File: src/core/rsc_defs.svh
// constants for the system-info and custom command interpreter
`ifndef RSC_DEFS_SVH
`define RSC_DEFS_SVH
// ============================================================
// command codes and request flag bits (bit n at index n-1)
`define RSC_CMD_GSI      8'h2B
`define RSC_CMD_SEC      8'h2C
`define RSC_CMD_FINV     8'hB1
`define RSC_CMD_REFRESH  8'hBC
`define RSC_FLAG_INV     3'd2
`define RSC_FLAG_AFI     3'd4
`define RSC_FLAG_OPT     3'd6
// ============================================================
// reply bytes and error codes
`define RSC_RSP_OK       8'h00
`define RSC_RSP_ERR      8'h01
`define RSC_INFO_FLAG    8'h0F
`define RSC_ERR_BANK     8'h10
`define RSC_ERR_CMD      8'h01
`define RSC_ERR_LOCKED   8'h12
`define RSC_BANK_SYS     8'hFF
`define RSC_BLK_BYTES    32
`define RSC_USER_BLOCKS  256
// ============================================================
// register byte offsets and reset values
`define RSC_REG_UID_LO   8'h00
`define RSC_REG_UID_HI   8'h04
`define RSC_REG_IDENT    8'h08
`define RSC_REG_STATUS   8'h0C
`define RSC_RST_AFI      8'h00
`define RSC_RST_DSFID    8'h00
// ============================================================
// timing: printed figures, clock rate and derived cycle counts
`define RSC_CLK_HZ       100000000
`define RSC_FC_HZ        13560000
`define RSC_T1_NS        320900
`define RSC_SLOT_FC      4096
`define RSC_EOF_TO_MS    38
`define RSC_T1_CYC       ((`RSC_T1_NS * 64'd100 + 64'd999) / 64'd1000)
`define RSC_SLOT_CYC     ((64'(`RSC_SLOT_FC) * 64'(`RSC_CLK_HZ)) / 64'(`RSC_FC_HZ))
`define RSC_EOF_CYC      (64'(`RSC_EOF_TO_MS) * 64'(`RSC_CLK_HZ) / 64'd1000)
`endif

File: src/core/rsc_pkg.sv
// types shared by the command interpreter
package rsc_pkg;
  typedef enum logic [2:0] {RSC_IDLE, RSC_CLEAR, RSC_WAIT, RSC_WAIT_EOF, RSC_SEND} rsc_state_type;
  typedef enum logic [2:0] {RSC_K_GSI, RSC_K_SEC, RSC_K_INV, RSC_K_ERR, RSC_K_OK} rsc_kind_type;
endpackage

File: src/core/rsc_cmd_core.sv
// command interpreter: system info, security status, fast inventory, refresh
//
// Local design decisions: the address map and the APB register port.
`timescale 1ns/1ps
`include "rsc_defs.svh"
module rsc_cmd_core #(
  parameter int T1_CYC     = int'(`RSC_T1_CYC),     // reply offset after request
  parameter int SLOT_CYC   = int'(`RSC_SLOT_CYC),   // 4096/fc grid step
  parameter int EOF_CYC    = int'(`RSC_EOF_CYC),    // EOF wait timeout
  parameter int BLK_BYTES  = `RSC_BLK_BYTES,        // bytes per block
  parameter int USER_BLKS  = `RSC_USER_BLOCKS,      // user-area blocks
  parameter logic [7:0] MFG_CODE = 8'h5A,           // maker code, value arbitrary
  parameter logic [7:0] IC_REF   = 8'h3C            // IC reference, value arbitrary
) (
  input  wire logic        clk,        // 100 MHz clock
  input  wire logic        rst,        // async reset, active high
  input  wire logic        psel,       // apb select
  input  wire logic        penable,    // apb access phase
  input  wire logic        pwrite,     // apb direction
  input  wire logic [7:0]  paddr,      // apb byte address
  input  wire logic [31:0] pwdata,     // apb write data
  output logic      [31:0] prdata,     // apb read data
  output logic             pready,     // apb ready
  output logic             pslverr,    // apb error on unmapped address
  input  wire logic        reqValid,   // decoded request present
  output logic             reqReady,   // interpreter idle
  input  wire logic [7:0]  reqFlags,   // request flag byte
  input  wire logic [7:0]  reqCmd,     // command code
  input  wire logic [7:0]  reqMfg,     // maker code field
  input  wire logic [7:0]  reqAfi,     // optional AFI
  input  wire logic [7:0]  reqFirst,   // first block number
  input  wire logic [7:0]  reqNum,     // block count minus one
  input  wire logic [7:0]  reqBank,    // refresh bank number
  input  wire logic [6:0]  reqMaskLen, // inventory mask length
  input  wire logic [63:0] reqMask,    // inventory mask value
  input  wire logic        reqEof,     // lone EOF pulse
  output logic             txValid,    // reply byte valid
  output logic      [7:0]  txData,     // reply byte
  output logic             txLast,     // last reply byte
  output logic             txFast,     // send at double rate
  input  wire logic        txReady,    // coder took the byte
  output logic      [7:0]  secAddr,    // security status read index
  input  wire logic [7:0]  secData,    // security status, same cycle
  output logic             clrWe,      // zero one user block
  output logic      [7:0]  clrBlk,     // block being zeroed
  output logic             clrSys      // zero system area except UID
);
  import rsc_pkg::*;

  localparam logic [15:0] MSIZE = {3'b000, 5'(BLK_BYTES - 1), 8'(USER_BLKS - 1)};

  rsc_state_type st_q, st_d;
  rsc_kind_type  kind_q, kind_d;
  logic [8:0]  idx_q, idx_d, last_q, last_d, idxM1;
  logic [7:0]  txD_q, txD_d, err_q, err_d, first_q, first_d, clrBlk_q, clrBlk_d;
  logic [7:0]  afi_q, afi_d, dsfid_q, dsfid_d, uidByte;
  logic [31:0] tmr_q, tmr_d, phase_q, phase_d, prd_q, prd_d;
  logic [63:0] uid_q, uid_d, lenMask;
  logic [1:0]  bank_q, bank_d;
  logic txV_q, txV_d, txF_q, txF_d, opt_q, opt_d, sys_q, sys_d, sysDone_q, sysDone_d;
  logic clrWe_q, clrWe_d, clrSys_q, clrSys_d, start, wipe, afiOk, maskOk, apbWr, mapped;

  // ============================================================
  // request qualifiers
  // anti-collision slots are not modelled: a matching tag always answers at once
  assign lenMask = ~(64'hFFFF_FFFF_FFFF_FFFF << reqMaskLen);
  assign maskOk  = (reqMaskLen <= 7'd64) && (((reqMask ^ uid_q) & lenMask) == 64'h0000_0000_0000_0000);
  // a zero nibble in the request acts as a wildcard for that nibble
  assign afiOk = !reqFlags[`RSC_FLAG_AFI] || (reqAfi == 8'h00) || (reqAfi == afi_q) ||
                 (reqAfi[7:4] == 4'h0 && reqAfi[3:0] == afi_q[3:0]) ||
                 (reqAfi[3:0] == 4'h0 && reqAfi[7:4] == afi_q[7:4]);
  assign idxM1   = idx_q - 9'd1;
  assign uidByte = uid_q[{idxM1[2:0], 3'b000} +: 8];     // uid goes out lsb byte first
  assign secAddr = first_q + idx_q[7:0];                  // block for the byte after this one

  // ============================================================
  // command sequencing and reply serializer
  always_comb begin
    st_d = st_q; kind_d = kind_q; idx_d = idx_q; last_d = last_q;
    txV_d = txV_q; txD_d = txD_q; txF_d = txF_q; err_d = err_q;
    first_d = first_q; opt_d = opt_q; sys_d = sys_q; bank_d = bank_q;
    sysDone_d = sysDone_q; clrBlk_d = clrBlk_q;
    clrWe_d = 1'b0; clrSys_d = 1'b0; start = 1'b0; wipe = 1'b0;
    tmr_d = tmr_q + 32'd1;
    // reply grid phase starts counting once the T1 offset is reached
    phase_d = (tmr_q >= 32'(T1_CYC - 1)) ? ((phase_q == 32'(SLOT_CYC - 1)) ? 32'd0 : phase_q + 32'd1) : 32'd0;
    case (st_q)
      RSC_IDLE: begin
        if (reqValid) begin
          tmr_d = 32'd0;
          phase_d = 32'd0;
          case (reqCmd)
            `RSC_CMD_GSI: begin
              kind_d = RSC_K_GSI; last_d = 9'd14; start = 1'b1;
            end
            `RSC_CMD_SEC: begin
              kind_d = RSC_K_SEC; first_d = reqFirst;
              last_d = {1'b0, reqNum} + 9'd1; start = 1'b1;
            end
            `RSC_CMD_FINV: begin
              // any fault just drops the request silently
              if (reqMfg == MFG_CODE && reqFlags[`RSC_FLAG_INV] && afiOk && maskOk) begin
                kind_d = RSC_K_INV; last_d = 9'd9; start = 1'b1;
              end
            end
            `RSC_CMD_REFRESH: begin
              if (reqMfg == MFG_CODE) begin
                opt_d = reqFlags[`RSC_FLAG_OPT];
                sys_d = (reqBank == `RSC_BANK_SYS);
                bank_d = reqBank[1:0];
                if (reqBank[7:2] != 6'd0 && reqBank != `RSC_BANK_SYS) begin
                  kind_d = RSC_K_ERR; err_d = `RSC_ERR_BANK; last_d = 9'd1; start = 1'b1;
                end else if (reqBank == `RSC_BANK_SYS && sysDone_q) begin
                  kind_d = RSC_K_ERR; err_d = `RSC_ERR_LOCKED; last_d = 9'd1; start = 1'b1;
                end else begin
                  st_d = RSC_CLEAR; idx_d = 9'd0;
                end
              end
            end
            default: begin
              kind_d = RSC_K_ERR; err_d = `RSC_ERR_CMD; last_d = 9'd1; start = 1'b1;
            end
          endcase
        end
      end
      RSC_CLEAR: begin
        // one block per cycle, so a user bank takes 64 cycles before a reply can start
        if (sys_q) begin
          // uid is held apart from the wiped system area
          clrSys_d = 1'b1; sysDone_d = 1'b1; wipe = 1'b1;
          st_d = opt_q ? RSC_WAIT_EOF : RSC_WAIT;
        end else begin
          clrWe_d = 1'b1; clrBlk_d = {bank_q, idx_q[5:0]};
          idx_d = idx_q + 9'd1;
          if (idx_q[5:0] == 6'h3F) st_d = opt_q ? RSC_WAIT_EOF : RSC_WAIT;
        end
      end
      RSC_WAIT: begin
        // a clear that outruns T1 lands on a later grid point; the 20 ms ceiling is not watched
        if (tmr_q >= 32'(T1_CYC - 1) && phase_q == 32'd0) begin
          kind_d = RSC_K_OK; last_d = 9'd0; start = 1'b1;
        end
      end
      RSC_WAIT_EOF: begin
        if (reqEof) begin
          kind_d = RSC_K_OK; last_d = 9'd0; start = 1'b1;
        end else if (tmr_q >= 32'(EOF_CYC - 1)) begin
          st_d = RSC_IDLE;
        end
      end
      RSC_SEND: begin
        if (txReady) begin
          if (idx_q == last_q) begin
            txV_d = 1'b0; st_d = RSC_IDLE;
          end else begin
            idx_d = idx_q + 9'd1;
            case (kind_q)
              RSC_K_GSI: begin
                case (idx_d)
                  9'd1:    txD_d = `RSC_INFO_FLAG;
                  9'd10:   txD_d = dsfid_q;
                  9'd11:   txD_d = afi_q;
                  9'd12:   txD_d = MSIZE[7:0];
                  9'd13:   txD_d = MSIZE[15:8];
                  9'd14:   txD_d = IC_REF;
                  default: txD_d = uidByte;
                endcase
              end
              RSC_K_INV: txD_d = (idx_d == 9'd1) ? dsfid_q : uidByte;
              RSC_K_SEC: txD_d = secData;
              default:   txD_d = err_q;
            endcase
          end
        end
      end
      default: st_d = RSC_IDLE;
    endcase
    if (start) begin
      st_d = RSC_SEND; idx_d = 9'd0; txV_d = 1'b1;
      txD_d = (kind_d == RSC_K_ERR) ? `RSC_RSP_ERR : `RSC_RSP_OK;
      txF_d = (kind_d == RSC_K_INV);
    end
  end

  // ============================================================
  // apb slave: zero wait states, error on unmapped offsets
  assign apbWr  = psel && penable && pwrite;
  assign mapped = (paddr == `RSC_REG_UID_LO) || (paddr == `RSC_REG_UID_HI) ||
                  (paddr == `RSC_REG_IDENT) || (paddr == `RSC_REG_STATUS);
  always_comb begin
    uid_d = uid_q; afi_d = afi_q; dsfid_d = dsfid_q; prd_d = prd_q;
    if (apbWr && paddr == `RSC_REG_UID_LO) uid_d[31:0] = pwdata;
    if (apbWr && paddr == `RSC_REG_UID_HI) uid_d[63:32] = pwdata;
    if (apbWr && paddr == `RSC_REG_IDENT) begin
      afi_d = pwdata[7:0]; dsfid_d = pwdata[15:8];
    end
    // the system wipe lands after any same-cycle software write
    if (wipe) begin
      afi_d = 8'h00; dsfid_d = 8'h00;
    end
    if (psel && !penable) begin
      case (paddr)
        `RSC_REG_UID_LO: prd_d = uid_q[31:0];
        `RSC_REG_UID_HI: prd_d = uid_q[63:32];
        `RSC_REG_IDENT:  prd_d = {8'h00, IC_REF, dsfid_q, afi_q};
        `RSC_REG_STATUS: prd_d = {16'h0000, err_q, 6'd0, (st_q != RSC_IDLE), sysDone_q};
        default:         prd_d = 32'h0000_0000;
      endcase
    end
  end

  // ============================================================
  // state registers
  // limitation: the once-only system lock is lost at reset, it lasts one power cycle
  always_ff @(posedge clk or posedge rst) begin
    if (rst) begin
      st_q <= RSC_IDLE; kind_q <= RSC_K_OK; idx_q <= 9'd0; last_q <= 9'd0;
      txV_q <= 1'b0; txD_q <= 8'h00; txF_q <= 1'b0; err_q <= 8'h00;
      first_q <= 8'h00; opt_q <= 1'b0; sys_q <= 1'b0; bank_q <= 2'd0;
      sysDone_q <= 1'b0; clrBlk_q <= 8'h00; clrWe_q <= 1'b0; clrSys_q <= 1'b0;
      tmr_q <= 32'd0; phase_q <= 32'd0; prd_q <= 32'h0000_0000;
      uid_q <= 64'h0000_0000_0000_0000; afi_q <= `RSC_RST_AFI; dsfid_q <= `RSC_RST_DSFID;
    end else begin
      st_q <= st_d; kind_q <= kind_d; idx_q <= idx_d; last_q <= last_d;
      txV_q <= txV_d; txD_q <= txD_d; txF_q <= txF_d; err_q <= err_d;
      first_q <= first_d; opt_q <= opt_d; sys_q <= sys_d; bank_q <= bank_d;
      sysDone_q <= sysDone_d; clrBlk_q <= clrBlk_d; clrWe_q <= clrWe_d; clrSys_q <= clrSys_d;
      tmr_q <= tmr_d; phase_q <= phase_d; prd_q <= prd_d;
      uid_q <= uid_d; afi_q <= afi_d; dsfid_q <= dsfid_d;
    end
  end

  // prdata, txData, txValid, txFast and the clear outputs come straight from registers; secAddr, txLast, pslverr and reqReady are combinational
  assign prdata   = prd_q;
  assign pready   = 1'b1;
  assign pslverr  = psel && penable && !mapped;
  assign reqReady = (st_q == RSC_IDLE);
  assign txValid  = txV_q;
  assign txData   = txD_q;
  assign txFast   = txF_q;
  assign txLast   = txV_q && (idx_q == last_q);
  assign clrWe    = clrWe_q;
  assign clrBlk   = clrBlk_q;
  assign clrSys   = clrSys_q;

  // ============================================================
  // assertions
  logic refReq, ok0;
  assign refReq = reqValid && reqReady && reqCmd == `RSC_CMD_REFRESH && reqMfg == MFG_CODE;
  assign ok0 = txValid && idx_q == 9'd0;
  property p_infoFlag; @(posedge clk) disable iff (rst)
    txValid && kind_q == RSC_K_GSI && idx_q == 9'd1 |-> txData == `RSC_INFO_FLAG; endproperty
  a_infoFlag: assert property (p_infoFlag) else $error("info flag not 0F");
  property p_gsiLast; @(posedge clk) disable iff (rst)
    txLast && kind_q == RSC_K_GSI |-> idx_q == 9'd14; endproperty
  a_gsiLast: assert property (p_gsiLast) else $error("info reply length wrong");
  property p_msize; @(posedge clk) disable iff (rst)
    txValid && kind_q == RSC_K_GSI && idx_q == 9'd12 && txReady |=> txData == MSIZE[15:8]; endproperty
  a_msize: assert property (p_msize) else $error("memory size high byte wrong");
  property p_secLen; @(posedge clk) disable iff (rst)
    reqValid && reqReady && reqCmd == `RSC_CMD_SEC |=> last_q == {1'b0, $past(reqNum)} + 9'd1; endproperty
  a_secLen: assert property (p_secLen) else $error("security reply length wrong");
  property p_fast; @(posedge clk) disable iff (rst)
    txValid |-> txFast == (kind_q == RSC_K_INV); endproperty
  a_fast: assert property (p_fast) else $error("rate select wrong");
  property p_invDrop; @(posedge clk) disable iff (rst)
    reqValid && reqReady && reqCmd == `RSC_CMD_FINV && !(afiOk && maskOk) |=> st_q == RSC_IDLE && !txValid;
  endproperty
  a_invDrop: assert property (p_invDrop) else $error("inventory answered on error");
  property p_bankErr; @(posedge clk) disable iff (rst)
    refReq && reqBank[7:2] != 6'd0 && reqBank != `RSC_BANK_SYS |=> ok0 && txData == `RSC_RSP_ERR ##1 err_q == `RSC_ERR_BANK;
  endproperty
  a_bankErr: assert property (p_bankErr) else $error("bad bank not refused");
  property p_sysOnce; @(posedge clk) disable iff (rst)
    refReq && reqBank == `RSC_BANK_SYS && sysDone_q |=> !clrSys [*3]; endproperty
  a_sysOnce: assert property (p_sysOnce) else $error("system area refreshed twice");
  property p_userBank; @(posedge clk) disable iff (rst)
    clrWe |-> clrBlk[7:6] == bank_q && !sys_q; endproperty
  a_userBank: assert property (p_userBank) else $error("cleared block outside bank");
  property p_t1; @(posedge clk) disable iff (rst)
    $rose(txValid) && kind_q == RSC_K_OK && !opt_q |-> tmr_q >= 32'(T1_CYC); endproperty
  a_t1: assert property (p_t1) else $error("refresh reply too early");
  property p_eofTo; @(posedge clk) disable iff (rst)
    st_q == RSC_WAIT_EOF && !reqEof && tmr_q >= 32'(EOF_CYC - 1) |=> st_q == RSC_IDLE && !txValid; endproperty
  a_eofTo: assert property (p_eofTo) else $error("EOF wait did not time out");
  property p_errFlag; @(posedge clk) disable iff (rst)
    ok0 |-> txData == ((kind_q == RSC_K_ERR) ? `RSC_RSP_ERR : `RSC_RSP_OK); endproperty
  a_errFlag: assert property (p_errFlag) else $error("reply flag byte wrong");
  // the system wipe must clear the identity bytes held in this block
  property p_wipeId; @(posedge clk) disable iff (rst)
    wipe |=> afi_q == 8'h00 && dsfid_q == 8'h00; endproperty
  a_wipeId: assert property (p_wipeId) else $error("identity bytes survived wipe");
  // each clear-state cycle of a user bank zeroes exactly the block it indexes
  property p_clrStart; @(posedge clk) disable iff (rst)
    st_q == RSC_CLEAR && !sys_q |=> clrWe && clrBlk[5:0] == $past(idx_q[5:0]); endproperty
  a_clrStart: assert property (p_clrStart) else $error("user block clear missing");
  // the byte after the flag of an inventory reply is the DSFID
  property p_invDsfid; @(posedge clk) disable iff (rst)
    txValid && kind_q == RSC_K_INV && idx_q == 9'd1 |-> txData == dsfid_q; endproperty
  a_invDsfid: assert property (p_invDsfid) else $error("inventory reply order wrong");
  // every status byte is the stored one for its block
  property p_secByte; @(posedge clk) disable iff (rst)
    txValid && kind_q == RSC_K_SEC && txReady && idx_q != last_q |=> txData == $past(secData); endproperty
  a_secByte: assert property (p_secByte) else $error("security byte wrong");
  c_sec: cover property (@(posedge clk) disable iff (rst) txLast && kind_q == RSC_K_SEC);
  c_gsi: cover property (@(posedge clk) disable iff (rst) txLast && kind_q == RSC_K_GSI);
  c_inv: cover property (@(posedge clk) disable iff (rst) txLast && kind_q == RSC_K_INV);
  c_sys: cover property (@(posedge clk) disable iff (rst) clrSys);
  c_eof: cover property (@(posedge clk) disable iff (rst) st_q == RSC_WAIT_EOF && reqEof);
endmodule // rsc_cmd_core

File: config.mk
export PLATFORM = sky130hd
export DESIGN_NAME = rsc_cmd_core
export DESIGN_NICKNAME = d
export VERILOG_FILES = /design/src/core/rsc_pkg.sv /design/src/core/rsc_cmd_core.sv
export VERILOG_INCLUDE_DIRS = /design/src /design/src/core
export SDC_FILE = /design/constraint.sdc
export NUM_CORES = 1
export LEC_CHECK = 0
export BUFFER_PORTS_ARGS = -buffer_cell sky130_fd_sc_hd__buf_4
export CORE_MARGIN = 10
export CORE_UTILIZATION = 45
export CTS_CLUSTER_SIZE = 10
export DETAILED_ROUTE_END_ITERATION = 6
export PLACE_DENSITY = 0.75
export SYNTH_ARGS = -nofsm -noshare
export SYNTH_HDL_FRONTEND = slang
export SYNTH_SLANG_ARGS = --single-unit
File: constraint.sdc
create_clock -name clk -period 10.3 [get_ports clk]
set_input_delay 2.06 -clock clk [delete_from_list [all_inputs] [get_ports clk]]
set_output_delay 2.06 -clock clk [all_outputs]
set_load 0.005 [all_outputs]
==> metrics.md <==
| Metric | Value |
|---|---|
| Status | finished clean |
| M1 WL | 19690 um |
| Slew headroom | 18.98% |
| Slew Limit Fails | 0 |
| Post-CTS Hold Buffers | 0 |
| Fin crit period | 5708 ps |
| Internal power | 1.564 mW |
| Crit path cell chain | buf_4 -> nor2_1 -> a311oi_1 -> o41ai_1 -> nand4b_1 -> or4b_1 -> o211ai_2 -> nand2_1 -> a2111oi_0 -> a21o_1 |
| Post-synth EDFFs | 0 |
| Final Total Pwr | 2.080 mW |
| Vias/cell | 6.154 |
| Worst-margin pin slew | 1211 ps |
| Sw frac | 24.83% |
| CP max stage cell | nor2_1 |
| RSZ-0062 raised after global routing | no |
| Total GRT Usage | 23.82% |
| Placer congestion estimate | 1.017 |
| Core Box Area | 30670 sq um |
| Number of global-route vias before repair | 12610 |
| Seq cells post-synth | 236 |
| Syn_nets | 1620 |
| Async SR Flop Fraction | 100.0% |
| Top Metal Used | met4 |
| Achievable frequency | 175.2 MHz |
| Num CTS Buffers | 28 |
| Crit-path max FO | 31 |
| Initial Util | 45.84% |
| Final WL | 48090 um |
| Drt pass-1 iters | 6 |
| P_leak | 7.726 nW |
| H-Tree Depth | 1 |
| Die Area | 38710 sq um |
| Psw | 516.4 uW |
| Top FF cell, synth | dfrtp_1 |
| Final HPWL DP | 36580 um |
| Clk slew on worst S/H paths | 50 ps |
| Final setup TNS | 0 ps |
| CTS max path bufs | 3 |
| Die H | 196.8 um |
| Critical path class | in -> reg |
| Post-Synthesis Cells | 1417 |
| CTS tree | built |
| DRC violations left | 0 |
| Syn avg cell area | 9.921 sq um |
| Clock power share | 43.8% |
| Largest stage delay on the critical path | 780 ps |
| Synth warn | 0 |
| CP Data Arrival Time | 6170 ps |
| Remaining antenna violation count after routing | 0 |
| Initial DRC count | 1323 |
| Met2 wire len | 22200 um |
| CP startpoint kind | primary input |
| Endpoints failing hold | 0 |
| CP required | 10770 ps |
| Cell Pwr Density | 122.5 nW/um^2 |
| Wire length on met3 | 4108 um |
| DR WL/cell | 23.55 um |
| Final setup vio count | 0 |
| Layout Nets | 1834 |
| Area Overhead vs Synth | 20.80% |
| Worst Hold Class | reg -> reg |
| Final worst-path cycle share | 55.42% |
| Post-synth cell types | 79 |
| Maxcap violations | 0 |
| Sink Count | 236 |
| Antenna violations before repair | 1 |
| Grt total ovfl | 0 |
| Synthesized area | 14060 sq um |
| I/O pins | 247 |
| # resized after CTS | 0 |
| Layout cell share with drive strength beyond 1 | 25.55% |
| CP Capture Type | register |
| Number of buffers added on ports | 240 |
| Site row count | 64 |
| First-pass GRT wire length | 73260 um |
| Post-CTS Setup Inserts | 0 |
| Die Wd | 196.8 um |
| DR vias | 12570 |
| Sequential area share after synthesis | 42.02% |
| Clk_skew | 24.32 ps |
| Combinational share of power | 10.7% |
| Sequential share of power | 45.6% |
| Clk_lat worst skew | 550 ps |
| Peak supply drop | 0.0001199 V |
| Root buf cell | clkbuf_16 |
| Largest net degree at the start of global routing | 106 |
## stage by stage
step           worst slack (ps)  util (%)  cell area, sq um  instances  hold WS (ps)
3_5_place_dp               4139     52.72             16170       1997         472.2
4_1_cts                    4697     55.36             16980       2040         483.9
5_1_grt                    4259     55.36             16980       2040         513.7
3_3_place_gp               4118     52.72             16170       1997         465.7
2_1_floorplan              1767         -             14060       1417         451.8
6_report                   4592     55.37             16980       2042         476.9
## Yosys cell counts, types with 19 or more instances
cell type	n	area share, %
clkbuf_1	40	1.1
mux2_2	91	7.3
nor2_1	142	3.8
nor3_1	26	0.93
ha_1	19	1.7
nand4_1	25	1.1
inv_1	32	0.85
nor4_1	21	0.93
dfrtp_1	235	42
o21ai_0	71	2.5
mux2i_1	30	2.1
mux4_2	21	3.4
xor2_1	73	4.5
nand2_1	108	2.9
xnor2_1	84	5.2
nand3_1	52	1.9
a22o_1	29	1.8
o31ai_1	20	1.1
a21oi_1	67	2.4
## critical path: cells and delay by family
kind | cells | cell delay (ps)
buf+inv | 1 | 200
simple gates | 4 | 2100
compound gates | 5 | 1800
## area by class of cell
| class | instances | area [sq um] |
|---|---|---|
| diodes | 2 | 5.005 |
| clock buffers | 40 | 767.0 |
| clock inverters | 3 | 42.54 |
| fillers | 2722 | 13690 |
| inverters | 32 | 127.6 |
| multi-input cells | 1083 | 7761 |
| flip-flops and latches | 236 | 5907 |
| well taps | 396 | 495.5 |
| repair buffers | 250 | 1877 |
## cell families after synthesis
kind of cell    after synthesis  share of synthesized area [%]
simple gates                460                          16.00
compound gates              303                          14.67
flops                       236                          42.02
xor+xnor                    157                          9.781
mux                         142                          12.79
buf+inv                      98                          2.884
fa+ha+maj                    20                          1.833
other cells                   1                        0.02667
## per-layer routing
metal | vias to the layer above | global-route usage (%)
met2 | 620 | 37.91
met1 | 6212 | 31.32
met5 | - | 0
li1 | 5593 | -
met3 | 141 | 4.701
met4 | 0 | 9.430
## final timing paths
path	to	startpoint	slack, ps	cells after the start
worst max-delay path	last_q[0]$_DFFE_PP0P_	reqMaskLen[6]	4590	10
worst min-delay path	prdata[23]$_DFFE_PP0P_	prdata[23]$_DFFE_PP0P_	480	2
worst max register to register	txData[0]$_DFFE_PP0P_	tmr_q[25]$_DFF_PP0_	6300	9
worst min register to register	prdata[23]$_DFFE_PP0P_	prdata[23]$_DFFE_PP0P_	480	2
max in group asynchronous	err_q[0]$_DFFE_PP0P_	rst	6420	4
min in group asynchronous	tmr_q[2]$_DFF_PP0_	rst	1650	2
## registers in the layout (all words and copies together) (netlist names), 2 cells and up
| register | flops |
|---|---|
| prdata | 32 |
| phase_q | 32 |
| kind_q | 3 |
| idx_q | 9 |
| tmr_q | 32 |
| afi_q | 8 |
| last_q | 9 |
| st_q | 3 |
| dsfid_q | 8 |
| clrBlk | 8 |
| err_q | 3 |
| txData | 8 |
| uid_q | 64 |
| first_q | 8 |
| bank_q | 2 |
## cells in the final DEF, fill, tap and decap left out, types with 11 or more instances in the layout
| cell type | instances |
|---|---|
| nor3_1 | 25 |
| a21oi_1 | 67 |
| clkbuf_1 | 11 |
| mux4_2 | 21 |
| inv_1 | 31 |
| dfrtp_1 | 235 |
| clkbuf_16 | 29 |
| buf_4 | 250 |
| nand4_1 | 25 |
| o21ai_0 | 71 |
| xnor2_1 | 84 |
| nor2_1 | 142 |
| mux2_2 | 91 |
| o31ai_1 | 19 |
| nand3_1 | 52 |
| nor4_1 | 21 |
| nand2_1 | 106 |
| a22o_1 | 29 |
| mux2i_1 | 30 |
| xor2_1 | 73 |
| ha_1 | 19 |
## power by group through the flow
stage | registers, mW | logic, mW | clock network, mW
after floorplan | 0.957 | 0.114 | 0
after global placement | 0.963 | 0.216 | 0
after detailed placement | 0.963 | 0.218 | 0
after CTS | 0.947 | 0.219 | 0.918
after global routing | 0.948 | 0.238 | 0.956
final | 0.948 | 0.222 | 0.911
Power figures use the tool's default switching activity.
